### config.mk
export PLATFORM = sky130hd
export DESIGN_NAME = irtp_timer_pair
export DESIGN_NICKNAME = d
export VERILOG_FILES = /design/src/core/irtp_pkg.sv /design/src/core/irtp_timer_pair.sv
export SDC_FILE = /design/constraint.sdc
export NUM_CORES = 1
export LEC_CHECK = 0
export BUFFER_PORTS_ARGS = -buffer_cell sky130_fd_sc_hd__clkbuf_2
export CORE_MARGIN = 5
export CORE_UTILIZATION = 50
export DETAILED_ROUTE_END_ITERATION = 10
export PLACE_DENSITY_LB_ADDON = 0.1
export SETUP_SLACK_MARGIN = 0.5
export SLEW_MARGIN = 0
export SYNTH_ARGS = -nofsm -noshare
export SYNTH_HDL_FRONTEND = slang
export SYNTH_SLANG_ARGS = --single-unit
### constraint.sdc
create_clock -name clk -period 4.9 [get_ports clk]
set_input_delay 0.49 -clock clk [delete_from_list [all_inputs] [get_ports clk]]
set_output_delay 0.49 -clock clk [all_outputs]
set_load 0.005 [all_outputs]
### src/core/irtp_pkg.sv
/*
 * Package for the IR timer pair: register offsets, field positions,
 * reset values, mode codes and the Avalon-MM request carrier.
 * Assumes a 32-bit Avalon-MM slave port with byte addressing.
 */
package irtp_pkg;

    // Register byte offsets
    localparam logic [7:0] OFF_CTL8    = 8'h00;
    localparam logic [7:0] OFF_SHARED  = 8'h04;
    localparam logic [7:0] OFF_CTL16   = 8'h08;
    localparam logic [7:0] OFF_HOLD8H  = 8'h0C;
    localparam logic [7:0] OFF_HOLD8L  = 8'h10;
    localparam logic [7:0] OFF_HOLD16L = 8'h14;
    localparam logic [7:0] OFF_HOLD16U = 8'h18;
    localparam logic [7:0] OFF_CAP8    = 8'h1C;
    localparam logic [7:0] OFF_CAP16L  = 8'h20;
    localparam logic [7:0] OFF_CAP16U  = 8'h24;
    localparam logic [7:0] OFF_IRQSTAT = 8'h28;
    localparam logic [7:0] OFF_IRQMASK = 8'h2C;

    // Control field positions, shared by both counter control registers except B_PINSEL, which only the 8-bit one has
    localparam int B_PINSEL = 0;
    localparam int B_TOIE   = 1;
    localparam int B_CAPIE  = 2;
    localparam int B_CLKLO  = 3;
    localparam int B_CLKHI  = 4;
    localparam int B_FLAG   = 5;
    localparam int B_SINGLE = 6;
    localparam int B_EN     = 7;

    // Shared control field positions
    localparam int B_INIT16 = 0;
    localparam int B_INIT8  = 1;
    localparam int B_MODELO = 2;
    localparam int B_MODEHI = 3;
    localparam int B_EDGELO = 4;
    localparam int B_EDGEHI = 5;
    localparam int B_DEMOD  = 6;

    // Mode and edge codes
    localparam logic [1:0] MODE_PINGPONG = 2'h1;
    localparam logic [1:0] EDGE_RISE     = 2'h1;
    localparam logic [1:0] EDGE_FALL     = 2'h2;
    localparam logic [1:0] EDGE_BOTH     = 2'h3;

    // Interrupt status bit positions
    localparam int IRQ_TO8  = 0;
    localparam int IRQ_CAP8 = 1;
    localparam int IRQ_TO16 = 2;
    localparam int IRQ_CAP16 = 3;

    // Reset values and the 16-bit wrap value
    localparam logic [7:0]  RST_BYTE  = 8'h00;
    localparam logic [15:0] RST_WORD  = 16'h0000;
    localparam logic [15:0] WRAP16    = 16'hFFFF;

    // Avalon-MM request carrier
    typedef struct packed {
        logic        read;
        logic        write;
        logic [7:0]  address;
        logic [3:0]  byteenable;
        logic [31:0] writedata;
    } irtp_avs_req_t;

endpackage : irtp_pkg

### src/core/irtp_timer_pair.sv
/*
 * 8-bit and 16-bit down-counter pair for IR pulse generation and
 * demodulation capture, with ping-pong alternation and an Avalon-MM
 * register slave. Assumes pins and bus are synchronous to clk.
 */
`timescale 1ns/100ps
module irtp_timer_pair (
    // Clock and reset
    input  wire logic                   clk,
    input  wire logic                   rst_n,
    // Avalon-MM slave
    input  wire irtp_pkg::irtp_avs_req_t avsReq,
    output logic [31:0]                 avsReadData,
    output logic                        avsWaitRequest,
    // Pins and system events
    input  wire logic                   portOutBit,
    input  wire logic                   demodIn,
    input  wire logic                   stopRecover,
    output logic                        port3Bit4Pin,
    output logic                        eightBitCounterOutput,
    output logic                        sixteenBitCounterOutput,
    output logic                        irq
);
    import irtp_pkg::*;

    logic [1:0]  rstSync_r;
    logic        rstn;
    logic        waitReq_r;
    logic [31:0] readData_r;
    logic [7:0]  rdMux;
    logic        wr;
    logic [7:0]  wd;
    logic [2:0]  pre_r;
    // Control bits
    logic        pinSel_r, toIe8_r, capIe8_r, flag8_r, single8_r, en8_r;
    logic [1:0]  clk8_r;
    logic        toIe16_r, capIe16_r, flag16_r, single16_r, en16_r, armed_r;
    logic [1:0]  clk16_r;
    logic [6:0]  shared_r;
    logic [7:0]  hold8H_r, hold8L_r, cap8_r;
    logic [15:0] hold16_r, cap16_r;
    logic [7:0]  cnt8_r;
    logic [15:0] cnt16_r;
    logic        out8_r, out16_r, pin_r, demodPrev_r;
    logic [3:0]  irqStat_r, irqMask_r;
    logic        irq_r;
    // Decoded conditions
    logic        tick8, tick16, demod, pingPong, edgeSeen;
    logic        term8, to16, take16, cap16Ev, cap8Ev;
    logic        wrCtl8, wrCtl16;
    logic [3:0]  irqSet;

    // Reset release through two flops
    always_ff @(posedge clk or negedge rst_n)
    begin
        if (!rst_n)
            rstSync_r <= 2'h0;
        else
            rstSync_r <= {rstSync_r[0], 1'b1};
    end
    assign rstn = rstSync_r[1];

    // Divider tick per clock select code
    function automatic logic tickOf(input logic [1:0] sel, input logic [2:0] pre);
        case (sel)
            2'h0:    tickOf = 1'b1;
            2'h1:    tickOf = pre[0];
            2'h2:    tickOf = &pre[1:0];
            default: tickOf = &pre;
        endcase
    endfunction : tickOf

    // Shared prescaler, free running so both counters stay phase aligned
    always_ff @(posedge clk or negedge rstn)
    begin
        if (!rstn)
            pre_r <= 3'h0;
        else
            pre_r <= pre_r + 3'h1;
    end

    assign tick8    = tickOf(clk8_r, pre_r);
    assign tick16   = tickOf(clk16_r, pre_r);
    assign demod    = shared_r[B_DEMOD];
    assign pingPong = shared_r[B_MODEHI:B_MODELO] == MODE_PINGPONG;
    assign wr       = avsReq.write && !waitReq_r && avsReq.byteenable[0];
    assign wd       = avsReq.writedata[7:0];
    assign wrCtl8   = wr && avsReq.address == OFF_CTL8;
    assign wrCtl16  = wr && avsReq.address == OFF_CTL16;

    // Input edge of the selected polarity
    always_comb
    begin
        case (shared_r[B_EDGEHI:B_EDGELO])
            EDGE_RISE: edgeSeen = demodIn && !demodPrev_r;
            EDGE_FALL: edgeSeen = !demodIn && demodPrev_r;
            EDGE_BOTH: edgeSeen = demodIn != demodPrev_r;
            default:   edgeSeen = 1'b0;
        endcase
    end

    // Events; 16-bit edge take is gated once the single pass is used
    assign term8   = en8_r && tick8 && cnt8_r == RST_BYTE;
    assign take16  = en16_r && demod && edgeSeen && (!single16_r || armed_r);
    assign to16    = en16_r && tick16 && cnt16_r == RST_WORD && !take16;
    assign cap16Ev = take16 || (en16_r && demod && single16_r && term8);
    assign cap8Ev  = en8_r && demod && edgeSeen;
    assign irqSet  = {cap16Ev && capIe16_r, to16 && toIe16_r,
                      cap8Ev && capIe8_r, term8 && toIe8_r};

    // Avalon handshake: one wait cycle, then a single ready cycle
    always_ff @(posedge clk or negedge rstn)
    begin
        if (!rstn)
        begin
            waitReq_r  <= 1'b1;
            readData_r <= 32'h0000_0000;
        end
        else
        begin
            waitReq_r <= !((avsReq.read || avsReq.write) && waitReq_r);
            if (avsReq.read && waitReq_r)
                readData_r <= {24'h00_0000, rdMux};
        end
    end

    // Read mux; unmapped offsets read as zero
    always_comb
    begin
        case (avsReq.address)
            OFF_CTL8:    rdMux = {en8_r, single8_r, flag8_r, clk8_r, capIe8_r, toIe8_r,
                                  pinSel_r};
            OFF_SHARED:  rdMux = {1'b0, shared_r};
            OFF_CTL16:   rdMux = {en16_r, single16_r, flag16_r, clk16_r, capIe16_r,
                                  toIe16_r, 1'b0};
            OFF_HOLD8H:  rdMux = hold8H_r;
            OFF_HOLD8L:  rdMux = hold8L_r;
            OFF_HOLD16L: rdMux = hold16_r[7:0];
            OFF_HOLD16U: rdMux = hold16_r[15:8];
            OFF_CAP8:    rdMux = cap8_r;
            OFF_CAP16L:  rdMux = cap16_r[7:0];
            OFF_CAP16U:  rdMux = cap16_r[15:8];
            OFF_IRQSTAT: rdMux = {4'h0, irqStat_r};
            OFF_IRQMASK: rdMux = {4'h0, irqMask_r};
            default:     rdMux = 8'h00;
        endcase
    end

    // Configuration and hold registers
    always_ff @(posedge clk or negedge rstn)
    begin
        if (!rstn)
        begin
            shared_r  <= 7'h00;
            hold8H_r  <= RST_BYTE;
            hold8L_r  <= RST_BYTE;
            hold16_r  <= RST_WORD;
            irqMask_r <= 4'h0;
            toIe8_r   <= 1'b0;
            capIe8_r  <= 1'b0;
            clk8_r    <= 2'h0;
            toIe16_r  <= 1'b0;
            capIe16_r <= 1'b0;
            clk16_r   <= 2'h0;
        end
        else if (wr)
        begin
            case (avsReq.address)
                OFF_SHARED:  shared_r <= wd[6:0];
                OFF_HOLD8H:  hold8H_r <= wd;
                OFF_HOLD8L:  hold8L_r <= wd;
                OFF_HOLD16L: hold16_r[7:0] <= wd;
                OFF_HOLD16U: hold16_r[15:8] <= wd;
                OFF_IRQMASK: irqMask_r <= wd[3:0];
                OFF_CTL8:
                begin
                    toIe8_r  <= wd[B_TOIE];
                    capIe8_r <= wd[B_CAPIE];
                    clk8_r   <= wd[B_CLKHI:B_CLKLO];
                end
                OFF_CTL16:
                begin
                    toIe16_r  <= wd[B_TOIE];
                    capIe16_r <= wd[B_CAPIE];
                    clk16_r   <= wd[B_CLKHI:B_CLKLO];
                end
                default: ;
            endcase
        end
    end

    // Timeout flags: write one clears, a same-cycle event wins
    always_ff @(posedge clk or negedge rstn)
    begin
        if (!rstn)
        begin
            flag8_r  <= 1'b0;
            flag16_r <= 1'b0;
        end
        else
        begin
            if (term8)
                flag8_r <= 1'b1;
            else if (wrCtl8 && wd[B_FLAG])
                flag8_r <= 1'b0;
            if (to16)
                flag16_r <= 1'b1;
            else if (wrCtl16 && wd[B_FLAG])
                flag16_r <= 1'b0;
        end
    end

    // 8-bit counter; stop recovery clears only the non-retained bits
    always_ff @(posedge clk or negedge rstn)
    begin
        if (!rstn)
        begin
            pinSel_r  <= 1'b0;
            single8_r <= 1'b0;
            en8_r     <= 1'b0;
            out8_r    <= 1'b0;
            cnt8_r    <= RST_BYTE;
            cap8_r    <= RST_BYTE;
        end
        else if (stopRecover)
        begin
            pinSel_r  <= 1'b0;
            single8_r <= 1'b0;
            en8_r     <= 1'b0;
        end
        else if (wrCtl8)
        begin
            pinSel_r  <= wd[B_PINSEL];
            single8_r <= wd[B_SINGLE];
            en8_r     <= wd[B_EN];
            if (wd[B_EN] && !en8_r)
            begin
                out8_r <= shared_r[B_INIT8];
                cnt8_r <= shared_r[B_INIT8] ? hold8H_r : hold8L_r;
            end
        end
        else if (to16 && pingPong && !demod)
        begin
            en8_r  <= 1'b1;
            out8_r <= shared_r[B_INIT8];
            cnt8_r <= shared_r[B_INIT8] ? hold8H_r : hold8L_r;
        end
        else if (cap8Ev)
        begin
            cap8_r <= cnt8_r;
            cnt8_r <= hold8H_r;
        end
        else if (term8)
        begin
            out8_r <= !out8_r;
            // Next level decides which hold value to use
            cnt8_r <= out8_r ? hold8L_r : hold8H_r;
            if ((pingPong || single8_r) && !demod)
                en8_r <= 1'b0;
        end
        else if (en8_r && tick8)
            cnt8_r <= cnt8_r - 8'h01;
    end

    // 16-bit counter with demodulation capture and single-pass arming
    always_ff @(posedge clk or negedge rstn)
    begin
        if (!rstn)
        begin
            single16_r <= 1'b0;
            en16_r     <= 1'b0;
            armed_r    <= 1'b0;
            out16_r    <= 1'b0;
            cnt16_r    <= RST_WORD;
            cap16_r    <= RST_WORD;
        end
        else
        begin
            if (cap16Ev)
                cap16_r <= cnt16_r;
            if (wrCtl16)
            begin
                single16_r <= wd[B_SINGLE];
                en16_r     <= wd[B_EN];
                // Writing the single-pass bit as 1 while it is clear or while the counter is stopped rearms one edge
                if (wd[B_SINGLE] && (!single16_r || !en16_r))
                    armed_r <= 1'b1;
                if (wd[B_EN] && !en16_r)
                begin
                    out16_r <= shared_r[B_INIT16];
                    cnt16_r <= hold16_r;
                end
            end
            else if (term8 && pingPong && !demod)
            begin
                en16_r  <= 1'b1;
                out16_r <= shared_r[B_INIT16];
                cnt16_r <= hold16_r;
            end
            else if (take16)
            begin
                cnt16_r <= hold16_r;
                armed_r <= 1'b0;
            end
            else if (to16 && !demod)
            begin
                out16_r <= !out16_r;
                if (pingPong || single16_r)
                    en16_r <= 1'b0;
                else
                    cnt16_r <= hold16_r;
            end
            else if (en16_r && tick16)
                cnt16_r <= cnt16_r - 16'h0001;
        end
    end

    // Sticky interrupt status, write-one-to-clear, set wins
    always_ff @(posedge clk or negedge rstn)
    begin
        if (!rstn)
        begin
            irqStat_r <= 4'h0;
            irq_r     <= 1'b0;
        end
        else
        begin
            if (wr && avsReq.address == OFF_IRQSTAT)
                irqStat_r <= (irqStat_r & ~wd[3:0]) | irqSet;
            else
                irqStat_r <= irqStat_r | irqSet;
            irq_r <= |(irqStat_r & irqMask_r);
        end
    end

    // Pin routing and input history
    always_ff @(posedge clk or negedge rstn)
    begin
        if (!rstn)
        begin
            pin_r       <= 1'b0;
            demodPrev_r <= 1'b0;
        end
        else
        begin
            pin_r       <= pinSel_r ? out8_r : portOutBit;
            demodPrev_r <= demodIn;
        end
    end

    assign avsReadData             = readData_r;
    assign avsWaitRequest          = waitReq_r;
    assign port3Bit4Pin            = pin_r;
    assign eightBitCounterOutput   = out8_r;
    assign sixteenBitCounterOutput = out16_r;
    assign irq                     = irq_r;

    // Checks
    property p_pin_route;
        @(posedge clk) disable iff (!rstn)
        pinSel_r |=> port3Bit4Pin == $past(out8_r);
    endproperty
    a_pin_route: assert property (p_pin_route) else $error("pin not 8-bit out");

    property p_flag_clear;
        @(posedge clk) disable iff (!rstn)
        wrCtl8 && wd[B_FLAG] && !term8 |=> !flag8_r;
    endproperty
    a_flag_clear: assert property (p_flag_clear) else $error("flag not cleared");

    property p_pp_to16;
        @(posedge clk) disable iff (!rstn)
        term8 && pingPong && !demod && !wrCtl8 && !wrCtl16 && !stopRecover
        |=> en16_r && !en8_r && cnt16_r == hold16_r;
    endproperty
    a_pp_to16: assert property (p_pp_to16) else $error("ping-pong 8 to 16");

    property p_pp_to8;
        @(posedge clk) disable iff (!rstn)
        to16 && pingPong && !demod && !wrCtl8 && !wrCtl16 && !stopRecover
        |=> en8_r && !en16_r && out8_r == $past(shared_r[B_INIT8]);
    endproperty
    a_pp_to8: assert property (p_pp_to8) else $error("ping-pong 16 to 8");

    property p_wrap;
        @(posedge clk) disable iff (!rstn)
        to16 && demod && !wrCtl16 |=> cnt16_r == WRAP16 && flag16_r;
    endproperty
    a_wrap: assert property (p_wrap) else $error("16-bit wrap");

    property p_single_ignore;
        @(posedge clk) disable iff (!rstn)
        en16_r && demod && single16_r && !armed_r && !term8 |=> $stable(cap16_r);
    endproperty
    a_single_ignore: assert property (p_single_ignore) else $error("edge taken");

    property p_to8_capture;
        @(posedge clk) disable iff (!rstn)
        en16_r && demod && single16_r && term8 |=> cap16_r == $past(cnt16_r);
    endproperty
    a_to8_capture: assert property (p_to8_capture) else $error("no capture");

    property p_rearm;
        @(posedge clk) disable iff (!rstn)
        wrCtl16 && wd[B_SINGLE] && !single16_r |=> armed_r;
    endproperty
    a_rearm: assert property (p_rearm) else $error("not rearmed");

    property p_start8;
        @(posedge clk) disable iff (!rstn)
        wrCtl8 && wd[B_EN] && !en8_r && !stopRecover
        |=> en8_r && out8_r == $past(shared_r[B_INIT8]);
    endproperty
    a_start8: assert property (p_start8) else $error("start level");

    property p_toie_gate;
        @(posedge clk) disable iff (!rstn)
        term8 && !toIe8_r && !irqStat_r[IRQ_TO8] |=> !irqStat_r[IRQ_TO8];
    endproperty
    a_toie_gate: assert property (p_toie_gate) else $error("ungated irq");

    property p_bus_answer;
        @(posedge clk) disable iff (!rstn)
        (avsReq.read || avsReq.write) && waitReq_r |=> !waitReq_r ##1 waitReq_r;
    endproperty
    a_bus_answer: assert property (p_bus_answer) else $error("bus answer late");

    c_pingpong: cover property (@(posedge clk) disable iff (!rstn)
        term8 && pingPong ##[1:1000] to16 && pingPong);
    c_rearm: cover property (@(posedge clk) disable iff (!rstn)
        armed_r ##[1:100] take16);
    c_irq: cover property (@(posedge clk) disable iff (!rstn) irq_r);

endmodule : irtp_timer_pair

==> summary.txt <==
Yosys cell types = 77
CP Launch Point = pre_r[0]$_DFF_PN0_
Status = completed
Seq cells post-synth = 130
Share of the synthesized area in the top cell type = 44.3%
LEAKAGE = 3.76 nW
Critical Path Sink Type = flop
First-pass GRT wire length = 33,500 um
Sequential share of the synthesized area = 44.7%
Critical-path cell list = ha_1, ha_1, mux2i_1, a211oi_4, and3_1, a41o_1, mux2_2
Worst slew pin tran = 1.05 ns
Crit Reg-Reg Startpoint = pre_r[0]$_DFF_PN0_
Commonest cells after routing, fill and taps aside = dfrtp_1 (128), nand2_1 (95), mux2_2 (75)
VDD IR-drop max = 0.235 mV
Placement Cell Area = 7500 um2
Via count = 5,971
Hold/Removal Path Class = input pin to flop
Initial antenna violation count = 1
Antenna viol nets, final = 0
Fin area = 8100 um2
Layout area overhead = 11.2%
Final Critical Period = 3.40 ns
All-Layer GR Usage = 26.3%
Yosys warnings = 0
Final setup vio count = 0
Vias per Instance = 6.29
Crit Path Max Fanout = 17
CTS tree = built
Max-cap violations = 0
Synth Area per Inst = 10.0 um2
Post-synthesis cell count = 726
Hold slack final = 0.208 ns
CP peak stage delay = 0.82 ns
Largest area contributor in the netlist = dfrtp_1
Setup TNS = 0 ns
Clock Root Buffer = clkbuf_16
GP Congestion = 0.883
H-Tree Level Count = 4
Max Fclk = 294 MHz
Tot Pwr = 2.89 mW
Clock sinks = 130
Share of cells above drive strength 1 = 24.1%
CORE AREA = 14,400 um2
Mapped Area = 7280 um2
CTS Buffer Depth = 2
Rel. slew slack = 30.2%
Final hold violations = 0
Number of port buffers = 36
Post-CTS Setup Repair Bufs = 0
Worst EP arrival = 3.70 ns
Final nets = 810
RSZ-0062 raised after global routing = false
Top cells by area, synth = dfrtp_1 (44%), mux2_2 (12%), nand2_1 (4.9%), o21ai_0 (3.1%), a21oi_1 (3.0%)
Drt pass-1 iters = 5
Worst-path clk slew = 0.06 ns
Critical hold path startpoint = demodIn
Critical path's slowest cell = a41o_1
Die Area = 17,100 um2
Reg area = 3260 um2
Fraction of registers with async set/reset = 100%
Commonest non-fill, non-tap cell in the layout = dfrtp_1
Crit start category = flop
Antenna fix cells = 0
Post-synth EDFFs = 0
Final worst-path cycle share = 69.3%
Number of fill cells = 1,262
Hpwl dp = 15,400 um
I/O pin count = 88
Chip Width = 131 um
WS Path Type = flop to flop
Starting DRT DRC Count = 850
FP Rows = 44
Area of the multi-input gates = 3710 um2
Largest net degree at the start of global routing = 81
CTS buffer count = 17
Starting Density = 50.5%
Ys flop type = dfrtp_1
Final slew viol count = 0
Pwr Density = 357 nW/um2
Total grt overflow = 0
DRT Wirelength = 21,300 um
Die Y = 131 um
Vias in the first global route = 5,668
Cell repeated most along the worst path = ha_1
Worst skew pair latency = 0.42 ns
DR WL/cell = 22.5 um
Worst Path Required = 5.20 ns
Clk_skew = 0.00846 ns
Drt drc = 0
cell usage after synthesis (5+ instances only):
master    count
nor2b_1       8
mux2i_1      11
nor4_1        5
o31ai_1       7
a21oi_1      43
nor3b_1       6
a22o_1        8
nor3_1       10
a211oi_1     11
o21ai_0      45
a31oi_1       7
dfrtp_1     129
ha_1          7
mux2_2       75
nand2b_1      5
buf_4        26
nand2_1      95
clkbuf_1     17
a22oi_1      14
nor2_1       36
o22ai_1       9
nand3_1      19
buf_2        12
and3_1        8
inv_1        17
path summary, 6_finish.rpt:
path | endpoint | slack [ns] | depth (start not counted)
max reg2reg | cap16_r[12]$_DFFE_PN0N_ | 1.50 | 7
max | cap16_r[12]$_DFFE_PN0N_ | 1.50 | 7
min | demodPrev_r$_DFF_PN0_ | 0.21 | 1
min in group asynchronous | rstSync_r[1]$_DFF_PN0_ | 0.38 | 2
min reg2reg | rstSync_r[1]$_DFF_PN0_ | 0.35 | 0
max in group asynchronous | port3Bit4Pin$_DFF_PN0_ | 3.15 | 1
power breakdown:
part	switching [mW]	total (mW)	internal [mW]
clock network	0.508	1.26	0.753
logic	0.193	0.324	0.131
registers	0.147	1.30	1.16
total	0.848	2.89	2.04
metal layers:
metal / share of wire (%) / routed length [um] / global-route usage [%] / vias to the layer above
met2: 46 / 9810 / 39.7 / 249
met4: 2.3 / 491 / 9.20 / 2
met5: 0.061 / 13 / 0 / -
met1: 45 / 9560 / 38.3 / 3008
li1: - / - / - / 2673
met3: 6.7 / 1440 / 4.84 / 39
sequential cells by signal, indices dropped and copies added (netlist names), 8 cells and up:
name,flops
cap16_r,16
cnt16_r,16
hold16_r,16
avsReadData,8
cap8_r,8
cnt8_r,8
hold8H_r,8
hold8L_r,8
area by class of cell:
cell class	instances	area share, %
multi-input cells	541	45.8
clock buffers	17	5.26
flip-flops and latches	130	40.2
clock inverters	15	1.96
well taps	184	2.84
repair buffers	45	3.09
inverters	17	0.788
cells by family after synthesis:
group / synth area share (%)
simple gates: 15.9
compound gates: 16.9
flops: 44.7
mux: 14.8
buf+inv: 5.89
fa+ha+maj: 1.20
xor+xnor: 0.481
other cells: 0.103
metrics by stage:
stage               instances  setup slack (ns)  util, %
finish                    949              1.50     56.1
global route              949              1.30     56.1
CTS                       949              1.53     56.1
detailed placement        916              1.55     52.0
global placement          916              1.62     52.0
floorplan                 749              1.01        -
critical path, delay by kind of cell, from the launching register on:
kind | cells | cell delay [ns]
multiplexers | 2 | 0.53
flip-flops | 1 | 0.39
AO/OA/AOI/OAI | 2 | 1.26
AND/OR/NAND/NOR | 1 | 0.63
adder cells (fa/ha/maj) | 2 | 0.46
what timing repair did:
item	in CTS	in global routing
hold endpoints to repair	2	0
hold buffers	1	0
gates resized for setup	0	0
No activity file was read; power rests on OpenSTA's default activity.
